File: src/ivme_pkg.sv
package ivme_pkg;
	// ==========================================================
	// opcodes
	localparam logic [7:0] OP_IRQ_ENABLE  = 8'h19;
	localparam logic [7:0] OP_IRQ_DISABLE = 8'h1a;
	localparam logic [7:0] OP_DEF_ENTRY   = 8'h25;
	localparam logic [7:0] OP_HANDLER_RET = 8'h26;
	localparam logic [7:0] OP_EXT_FIRST   = 8'h40;
	localparam logic [7:0] OP_EXT_LAST    = 8'h47;
	localparam logic [7:0] OP_REACH_REQ   = 8'h8a;
	// ==========================================================
	// reply status codes and field values
	localparam logic [7:0] ST_OK          = 8'h64;
	localparam logic [7:0] ST_EVENT       = 8'h80;
	localparam logic [7:0] IRQ_GLOBAL     = 8'hff;
	localparam logic [7:0] REACH_PERSIST  = 8'h01;
	localparam int         VAL_W          = 32;
	localparam int         BYTE_W         = 8;
	// ==========================================================
	// reset values
	localparam logic [31:0] VAL_RST       = 32'h0000_0000;
	localparam logic        GLOBAL_EN_RST = 1'b0;
	// ==========================================================
	// handler state
	typedef enum logic {HS_NORMAL, HS_HANDLER} ivme_hstate_t;
endpackage

File: src/ivme_evt_if.sv
interface ivme_evt_if #(parameter int MOT_N = 8);
	logic             arm;
	logic [MOT_N-1:0] arm_mask;
	logic             arm_persist;
	logic             mvp_stb;
	logic [MOT_N-1:0] mvp_mask;
	logic [MOT_N-1:0] reached;
	logic [MOT_N-1:0] fired;
	modport core  (output arm, arm_mask, arm_persist, mvp_stb, mvp_mask, reached, input fired);
	modport track (input arm, arm_mask, arm_persist, mvp_stb, mvp_mask, reached, output fired);
endinterface // ivme_evt_if

File: src/ivme_top.sv
module ivme_top import ivme_pkg::*; #(
	parameter int MOT_N   = 8,
	parameter int NUM_IRQ = 16,
	parameter int PC_W    = 16,
	parameter int FLAG_W  = 8
) (
	// clock and reset
	input  wire logic              MCLK_I,
	input  wire logic              SYS_RST_I,
	// command frames
	input  wire logic              CMD_VALID_I,
	output logic                   CMD_READY_O,
	input  wire logic [7:0]        CMD_OPCODE_I,
	input  wire logic [7:0]        CMD_TYPE_I,
	input  wire logic [VAL_W-1:0]  CMD_VALUE_I,
	input  wire logic              CMD_DIRECT_I,
	// reply frames
	output logic                   REPLY_VALID_O,
	input  wire logic              REPLY_READY_I,
	output logic [7:0]             REPLY_STATUS_O,
	output logic [7:0]             REPLY_CMD_O,
	output logic [VAL_W-1:0]       REPLY_VALUE_O,
	// extension ops
	output logic                   EXT_STB_O,
	input  wire logic [VAL_W-1:0]  EXT_RESULT_I,
	// interrupt sources and program engine
	input  wire logic [NUM_IRQ-1:0] IRQ_EVT_I,
	input  wire logic              PROG_RUN_I,
	output logic                   IRQ_JUMP_O,
	output logic [PC_W-1:0]        IRQ_JUMP_PC_O,
	output logic                   IN_HANDLER_O,
	// context save and restore
	input  wire logic [VAL_W-1:0]  CTX_ACCU_I,
	input  wire logic [VAL_W-1:0]  CTX_X_I,
	input  wire logic [FLAG_W-1:0] CTX_FLAGS_I,
	input  wire logic [PC_W-1:0]   CTX_PC_I,
	output logic                   CTX_RESTORE_O,
	output logic [VAL_W-1:0]       CTX_ACCU_O,
	output logic [VAL_W-1:0]       CTX_X_O,
	output logic [FLAG_W-1:0]      CTX_FLAGS_O,
	output logic [PC_W-1:0]        CTX_PC_O,
	// motion engine
	input  wire logic              MVP_STB_I,
	input  wire logic [MOT_N-1:0]  MVP_MASK_I,
	input  wire logic [MOT_N-1:0]  MOT_REACHED_I
);
	localparam int IW = (NUM_IRQ > 1) ? $clog2(NUM_IRQ) : 1;

	logic                take, known, is_en, is_dis, is_define_handler_entry, is_handler_return, is_ext, is_reach;
	logic                typ_ok, enter, handler_return_now;
	logic [IW-1:0]       tidx, sel;
	logic [NUM_IRQ-1:0]  cand, sel_oh;
	logic [PC_W-1:0]     vec_q [NUM_IRQ];
	logic [PC_W-1:0]     vec_d [NUM_IRQ];
	logic [NUM_IRQ-1:0]  vdef_q, vdef_d, ien_q, ien_d, ipend_q, ipend_d;
	logic                gen_q, gen_d;
	ivme_hstate_t        hs_q, hs_d;
	logic                jump_q, jump_d, rest_q, rest_d;
	logic [PC_W-1:0]     jpc_q, jpc_d, spc_q, spc_d;
	logic [VAL_W-1:0]    sacc_q, sacc_d, sx_q, sx_d;
	logic [FLAG_W-1:0]   sfl_q, sfl_d;
	logic                rv_q, rv_d;
	logic [7:0]          rst_q, rst_d, rcmd_q, rcmd_d;
	logic [VAL_W-1:0]    rval_q, rval_d;
	logic [MOT_N-1:0]    epend_q, epend_d, sent;

	ivme_evt_if #(.MOT_N(MOT_N)) ev ();

	ivme_evt_track #(.MOT_N(MOT_N)) u_track (
		.clk_i (MCLK_I),
		.rst_i (SYS_RST_I),
		.ev    (ev.track)
	);

	// ==========================================================
	// command decode
	assign CMD_READY_O = !rv_q;
	assign take        = CMD_VALID_I && CMD_READY_O;
	assign tidx        = CMD_TYPE_I[IW-1:0];
	assign typ_ok      = 32'(CMD_TYPE_I) < NUM_IRQ;

	always_comb begin
		is_en    = 1'b0;
		is_dis   = 1'b0;
		is_define_handler_entry  = 1'b0;
		is_handler_return  = 1'b0;
		is_ext   = 1'b0;
		is_reach = 1'b0;
		if (CMD_OPCODE_I == OP_IRQ_ENABLE)
			is_en = 1'b1;
		else if (CMD_OPCODE_I == OP_IRQ_DISABLE)
			is_dis = 1'b1;
		else if (CMD_OPCODE_I == OP_DEF_ENTRY)
			is_define_handler_entry = 1'b1;
		else if (CMD_OPCODE_I == OP_HANDLER_RET)
			is_handler_return = 1'b1;
		else if (CMD_OPCODE_I >= OP_EXT_FIRST && CMD_OPCODE_I <= OP_EXT_LAST)
			is_ext = 1'b1;
		else if (CMD_OPCODE_I == OP_REACH_REQ)
			is_reach = 1'b1;
	end

	assign known     = is_en | is_dis | is_define_handler_entry | is_handler_return | is_ext | is_reach;
	assign EXT_STB_O = take && is_ext;
	assign handler_return_now  = take && is_handler_return && hs_q == HS_HANDLER;

	// ==========================================================
	// interrupt selection, lowest number first
	assign cand = ipend_q & ien_q & vdef_q;

	always_comb begin
		sel    = '0;
		sel_oh = '0;
		for (int i = NUM_IRQ - 1; i >= 0; i--) begin
			if (cand[i]) begin
				sel    = IW'(i);
				sel_oh = NUM_IRQ'(1) << i;
			end
		end
	end

	// an interrupt never splits a program command or a return
	assign enter = gen_q && hs_q == HS_NORMAL && PROG_RUN_I && |cand
		&& !(take && !CMD_DIRECT_I) && !handler_return_now;

	// ==========================================================
	// vectors, enables, handler context
	always_comb begin
		vec_d   = vec_q;
		vdef_d  = vdef_q;
		ien_d   = ien_q;
		gen_d   = gen_q;
		hs_d    = hs_q;
		jump_d  = 1'b0;
		rest_d  = 1'b0;
		jpc_d   = jpc_q;
		spc_d   = spc_q;
		sacc_d  = sacc_q;
		sx_d    = sx_q;
		sfl_d   = sfl_q;
		ipend_d = ipend_q;
		if (take && is_define_handler_entry && typ_ok) begin
			vec_d[tidx]  = CMD_VALUE_I[PC_W-1:0];
			vdef_d[tidx] = 1'b1;
		end
		if (take && (is_en || is_dis)) begin
			if (CMD_TYPE_I == IRQ_GLOBAL)
				gen_d = is_en;
			else if (typ_ok)
				ien_d[tidx] = is_en;
		end
		if (handler_return_now) begin
			hs_d   = HS_NORMAL;
			rest_d = 1'b1;
		end
		if (enter) begin
			hs_d    = HS_HANDLER;
			jump_d  = 1'b1;
			jpc_d   = vec_q[sel];
			spc_d   = CTX_PC_I;
			sacc_d  = CTX_ACCU_I;
			sx_d    = CTX_X_I;
			sfl_d   = CTX_FLAGS_I;
			ipend_d = ipend_q & ~sel_oh;
		end
		ipend_d = ipend_d | IRQ_EVT_I;
	end

	always_ff @(posedge MCLK_I) begin
		if (SYS_RST_I) begin
			for (int i = 0; i < NUM_IRQ; i++)
				vec_q[i] <= PC_W'(VAL_RST);
			vdef_q  <= '0;
			ien_q   <= '0;
			gen_q   <= GLOBAL_EN_RST;
			hs_q    <= HS_NORMAL;
			jump_q  <= 1'b0;
			rest_q  <= 1'b0;
			jpc_q   <= PC_W'(VAL_RST);
			spc_q   <= PC_W'(VAL_RST);
			sacc_q  <= VAL_RST;
			sx_q    <= VAL_RST;
			sfl_q   <= FLAG_W'(VAL_RST);
			ipend_q <= '0;
		end else begin
			vec_q   <= vec_d;
			vdef_q  <= vdef_d;
			ien_q   <= ien_d;
			gen_q   <= gen_d;
			hs_q    <= hs_d;
			jump_q  <= jump_d;
			rest_q  <= rest_d;
			jpc_q   <= jpc_d;
			spc_q   <= spc_d;
			sacc_q  <= sacc_d;
			sx_q    <= sx_d;
			sfl_q   <= sfl_d;
			ipend_q <= ipend_d;
		end
	end

	assign IRQ_JUMP_O    = jump_q;
	assign IRQ_JUMP_PC_O = jpc_q;
	assign IN_HANDLER_O  = hs_q == HS_HANDLER;
	assign CTX_RESTORE_O = rest_q;
	assign CTX_ACCU_O    = sacc_q;
	assign CTX_X_O       = sx_q;
	assign CTX_FLAGS_O   = sfl_q;
	assign CTX_PC_O      = spc_q;

	// ==========================================================
	// target reached tracking
	assign ev.arm         = take && is_reach;
	assign ev.arm_mask    = CMD_VALUE_I[MOT_N-1:0];
	assign ev.arm_persist = CMD_TYPE_I == REACH_PERSIST;
	assign ev.mvp_stb     = MVP_STB_I;
	assign ev.mvp_mask    = MVP_MASK_I;
	assign ev.reached     = MOT_REACHED_I;

	// ==========================================================
	// reply slot; the direct-mode answer wins over an arrival reply
	always_comb begin
		rv_d   = rv_q;
		rst_d  = rst_q;
		rcmd_d = rcmd_q;
		rval_d = rval_q;
		sent   = '0;
		if (take && CMD_DIRECT_I && known) begin
			rv_d   = 1'b1;
			rst_d  = ST_OK;
			rcmd_d = CMD_OPCODE_I;
			rval_d = '0;
			if (is_ext)
				rval_d = EXT_RESULT_I;
			else if (is_reach)
				rval_d = VAL_W'(CMD_VALUE_I[BYTE_W-1:0]);
		end else if (!rv_q && |epend_q) begin
			rv_d   = 1'b1;
			rst_d  = ST_EVENT;
			rcmd_d = OP_REACH_REQ;
			rval_d = VAL_W'(epend_q);
			sent   = epend_q;
		end else if (rv_q && REPLY_READY_I) begin
			rv_d = 1'b0;
		end
		epend_d = (epend_q & ~sent) | ev.fired;
	end

	always_ff @(posedge MCLK_I) begin
		if (SYS_RST_I) begin
			rv_q    <= 1'b0;
			rst_q   <= '0;
			rcmd_q  <= '0;
			rval_q  <= VAL_RST;
			epend_q <= '0;
		end else begin
			rv_q    <= rv_d;
			rst_q   <= rst_d;
			rcmd_q  <= rcmd_d;
			rval_q  <= rval_d;
			epend_q <= epend_d;
		end
	end

	assign REPLY_VALID_O  = rv_q;
	assign REPLY_STATUS_O = rst_q;
	assign REPLY_CMD_O    = rcmd_q;
	assign REPLY_VALUE_O  = rval_q;
endmodule // ivme_top

File: src/ivme_evt_track.sv
module ivme_evt_track import ivme_pkg::*; #(
	parameter int MOT_N = 8
) (
	// clock and reset
	input  wire logic clk_i,
	input  wire logic rst_i,
	// request, move and reach events
	ivme_evt_if.track ev
);
	logic [MOT_N-1:0] armed_q, armed_d;
	logic             persist_q, persist_d;
	logic [MOT_N-1:0] watch_q, watch_d;

	// ==========================================================
	// arming per motor
	always_comb begin
		armed_d   = armed_q;
		persist_d = persist_q;
		watch_d   = watch_q & ~ev.reached;
		if (ev.mvp_stb) begin
			watch_d = watch_d | (ev.mvp_mask & armed_q);
			if (!persist_q)
				armed_d = armed_q & ~ev.mvp_mask;
		end
		if (ev.arm) begin
			armed_d   = ev.arm_mask;
			persist_d = ev.arm_persist;
		end
	end

	assign ev.fired = watch_q & ev.reached;

	always_ff @(posedge clk_i) begin
		if (rst_i) begin
			armed_q   <= '0;
			persist_q <= 1'b0;
			watch_q   <= '0;
		end else begin
			armed_q   <= armed_d;
			persist_q <= persist_d;
			watch_q   <= watch_d;
		end
	end
endmodule // ivme_evt_track

File: config.mk
export PLATFORM = sky130hd
export DESIGN_NAME = ivme_top
export DESIGN_NICKNAME = d
export VERILOG_FILES = /design/src/ivme_pkg.sv /design/src/ivme_evt_if.sv /design/src/ivme_top.sv /design/src/ivme_evt_track.sv
export SDC_FILE = /design/constraint.sdc
export NUM_CORES = 1
export LEC_CHECK = 0
export BUFFER_PORTS_ARGS = -buffer_cell sky130_fd_sc_hd__buf_4
export CORE_ASPECT_RATIO = 0.7
export CORE_MARGIN = 2
export CORE_UTILIZATION = 60
export CTS_CLUSTER_DIAMETER = 40
export DETAILED_ROUTE_END_ITERATION = 7
export GPL_TIMING_DRIVEN = 0
export PLACE_DENSITY_LB_ADDON = 0.08
export SLEW_MARGIN = 20
export SYNTH_ARGS = -nofsm -noshare
export SYNTH_HDL_FRONTEND = slang
export SYNTH_HIERARCHICAL = 1
export SYNTH_SLANG_ARGS = --single-unit
File: constraint.sdc
create_clock -name MCLK_I -period 7.6 [get_ports MCLK_I]
set_input_delay 1.14 -clock MCLK_I [delete_from_list [all_inputs] [get_ports MCLK_I]]
set_output_delay 1.14 -clock MCLK_I [all_outputs]
set_load 0.005 [all_outputs]
==> metrics.log <==
INFO  metric cts_buffers = 47
INFO  metric dp.cells = 3222
INFO  metric max_freq = between 200 and 250 MHz
INFO  metric die_h = roughly 150 um
INFO  metric yosys.area_share.simple = a little under a quarter
INFO  metric timing.critical_path.required = between 8 and 9 ns
INFO  metric coreArea = around 32000 um2
INFO  metric tightest_slew = ~1.2 ns
INFO  metric cts_tree = yes
INFO  metric worst_clock_skew = roughly 0.020 ns
INFO  metric postSynthRegisterBits = 480
INFO  metric share_of_the_clock_period_used_by_the_worst_path = a little over half
INFO  metric hold_path.class = reg2reg
INFO  metric timing.max_slew.rel_slack = about a fifth
INFO  metric number_of_max_cap_violations = 0
INFO  metric synth.area.mux_share = 5.91%
INFO  metric whs_path_depth = 2
INFO  metric async_reset_ff_share = 0%
INFO  metric clk_root_buffer_cell = sky130_fd_sc_hd__clkbuf_16
INFO  metric synth_ff_type = sky130_fd_sc_hd__dfxtp_1
INFO  metric layout_commonest_cell = sky130_fd_sc_hd__nand2_1
INFO  metric critical_path.endpoint_type = register
INFO  metric setup_repair_after_global_routing_missed_its_margin = false
INFO  metric minimum_setup_slack_among_reg_to_reg_paths = between 3 and 4 ns
INFO  metric grt_start_max_net_pins = 16
INFO  metric sequential_cell_area = 9610 um2
INFO  metric timing.setup.tns = 0 ns
INFO  metric synth_area = a little under 20000 um2
INFO  metric grt.met1_usage = a little over half
INFO  metric multi_input_area = around 9000 um2
INFO  metric result_of_the_run = finished clean
INFO  metric yosys_warnings = 6
INFO  metric die_x = ~220 um
INFO  metric min_to = vec_q[10]$_SDFFE_PP0P_
INFO  metric routed-via-count = 19757
INFO  metric htree_levels = 2
INFO  metric holdCritStartpoint = vec_q[10]$_SDFFE_PP0P_
INFO  metric grt.total_usage = 37.7%
INFO  metric synthesis.instances = between 2000 and 2500
INFO  metric first_global_vias = ~18000
INFO  metric num_rows = 55
INFO  metric area_delta_synth_final = 24.2%
INFO  metric post_cts_buffers = 0
INFO  metric fin_util = approximately three quarters
INFO  metric drcViolationCount = 0
INFO  metric vias_per_cell = approximately 6.0
INFO  metric power.density = 217 nW/um2
INFO  metric port_buffers = 332
INFO  metric grt_antenna_before_repair = 1
INFO  metric synth_edf_count = 0
INFO  metric insertion_delay = 0.58 ns
INFO  metric crit-reg2reg-launch = ien_q[0]$_SDFFE_PP0P_
INFO  metric layout.cells.most_common_list = sky130_fd_sc_hd__nand2_1 (770), sky130_fd_sc_hd__dfxtp_1 (480), sky130_fd_sc_hd__a21oi_1 (421)
INFO  metric clk_path_buf_depth = 3
INFO  metric synth_top_family_by_area = simple AND/OR/NAND/NOR gates
INFO  metric setup.worst_path.class = in2reg
INFO  metric drt-total-wl = ~66 mm
INFO  metric synth_compound_gate_area_share = approximately 18%
INFO  metric fin_cells = ~3300
INFO  metric tritoncts_num_sinks = between 400 and 500
INFO  metric fill_cells = 2392
INFO  metric gp_routability_congestion = approximately 1
INFO  metric cts-hold-fix-buffers = 0
INFO  metric wire_length_of_the_first_global_routing_pass = about 100 mm
INFO  metric wl_per_cell = approximately 20 um
INFO  metric worst_r2r_endpoint = CTX_ACCU_O[26]$_SDFFE_PP0P_
INFO  metric grt.busiest_layer = met2
INFO  metric drtIter0Drc = 2782
INFO  metric report.final.hold_viol_count = 0
INFO  metric worstRegToRegCells = 9
INFO  metric slew_violations = 0
INFO  metric initial_core_util = roughly three fifths
INFO  metric setup_viol = 0
INFO  metric clkTransAtPathRegs = around 0.070 ns
INFO  metric critical_path.startpoint_type = input port
INFO  metric post_cts_resized = 0
INFO  metric die_footprint = 33900 um2
INFO  metric synthAdderAreaFrac = 0%
INFO  metric worstPathMaxFanout = 10
INFO  metric leakagePower = 8.86 nW
INFO  metric netlist-cell-type-count = 54
INFO  metric grt_use_met2 = roughly 55%
INFO  metric seq_area_frac_synth = roughly half
INFO  metric detailed_place_hpwl = a little under 50 mm
INFO  metric finalNetCount = about 3100
INFO  metric worstPathArrival = 4.52 ns
INFO  metric power.ir.vdd_worst = around 0.18 mV
INFO  metric synthesis.area_per_instance = 7.90 um2
INFO  metric yosys.area_share.xor_xnor = 0%
INFO  metric design.portCount = 365
INFO  metric grt_overflow = 0
INFO  metric final_critical_delay_including_setup_and_external_delays = 4.02 ns
INFO  metric first_pass_iteration_count_of_the_detailed_router = 6
INFO  metric globalRouteMet3Util = 12.3%
INFO  metric drive_gt1_share = about 17%
INFO  metric detail-route-antenna-nets = 0
stage by stage:
stage	setup slack [ns]	hold slack (ns)	cell area (um2)	total power (W)
floorplan	4.13	0.427	19500	0.00266
global placement	3.35	0.434	22500	0.00278
detailed placement	3.25	0.443	22500	0.00279
CTS	3.78	0.451	24100	0.00523
global route	3.42	0.465	24100	0.00536
finish	3.58	0.450	24100	0.00524
cells in the mapped netlist, drive strengths merged, types with 5 or more instances:
| cell type | count | area (um2) |
|---|---|---|
| a311oi | 15 | 131 |
| nand2b | 17 | 106 |
| buf | 24 | 146 |
| nand4 | 22 | 138 |
| nor3 | 15 | 96.4 |
| nor2 | 160 | 623 |
| a21oi | 421 | 2110 |
| a211oi | 10 | 75.1 |
| o21ai | 14 | 70.1 |
| mux2i | 63 | 631 |
| nand3 | 50 | 250 |
| mux2 | 46 | 518 |
| a221oi | 25 | 219 |
| nand2 | 770 | 2890 |
| a22o | 17 | 149 |
| o22a | 15 | 131 |
| a22oi | 39 | 293 |
| and3 | 9 | 56.3 |
| dfxtp | 480 | 9610 |
| and2 | 15 | 93.8 |
| nor4 | 5 | 31.3 |
| nor2b | 7 | 43.8 |
| o221ai | 16 | 140 |
| clkbuf | 173 | 649 |
sequential cells by signal (all words and copies together) (netlist names), 16 cells and up:
signal,cells
CTX_ACCU_O,32
IRQ_JUMP_PC_O,16
ipend_q,16
CTX_PC_O,16
ien_q,16
vdef_q,16
REPLY_VALUE_O,32
CTX_X_O,32
vec_q,256
worst max-delay path by stage:
stage | startpoint | to | cells after the start
floorplan | CMD_TYPE_I[6] | vec_q[248]$_SDFFE_PP0P_ | 10
finish | CMD_TYPE_I[6] | vec_q[140]$_SDFFE_PP0P_ | 9
global placement | CMD_TYPE_I[6] | vec_q[152]$_SDFFE_PP0P_ | 9
global route | CMD_TYPE_I[6] | vec_q[170]$_SDFFE_PP0P_ | 9
detailed placement | CMD_TYPE_I[6] | vec_q[139]$_SDFFE_PP0P_ | 9
CTS | CMD_TYPE_I[6] | vec_q[168]$_SDFFE_PP0P_ | 9
metal layers:
| layer | vias up | part of all wire (%) |
|---|---|---|
| met3 | 157 | 14 |
| met2 | 1247 | 42 |
| met5 | - | 0 |
| met4 | 0 | 2.8 |
| met1 | 9258 | 41 |
| li1 | 9095 | - |
logic make-up after synthesis:
family / count (synthesis)
other: 1
AND/OR/NAND/NOR: 1081
multiplexers: 109
buffers and inverters: 200
AO/OA/AOI/OAI: 589
flip-flops: 480
report_power, final:
part | switching (W) | internal, W
Combinational | 0.000130 | 0.0000826
Sequential | 0.00000491 | 0.00252
Clock | 0.00101 | 0.00149
Total | 0.00115 | 0.00409
layout make-up:
cell class	instances	share of cell area [%]
diodes	1	0.0104
plain buffers	197	3.30
clock buffers	63	5.75
clock inverters	18	1.09
inverters	3	0.0466
multi-input cells	1783	37.5
flip-flops and latches	480	39.8
well taps	427	2.21
repair buffers	332	10.3
critical path, stage by stage:
cell and delay [ns]:
sky130_fd_sc_hd__buf_4 0.11, sky130_fd_sc_hd__or4_1 0.56, sky130_fd_sc_hd__or2_1 0.27, sky130_fd_sc_hd__nor3_1 0.48, sky130_fd_sc_hd__nand3_1 0.31, sky130_fd_sc_hd__nor2_1 0.63, sky130_fd_sc_hd__clkbuf_1 0.69, sky130_fd_sc_hd__nand2_1 0.14
sky130_fd_sc_hd__a21oi_1 0.17
No activity file was read; power rests on OpenSTA's default activity.
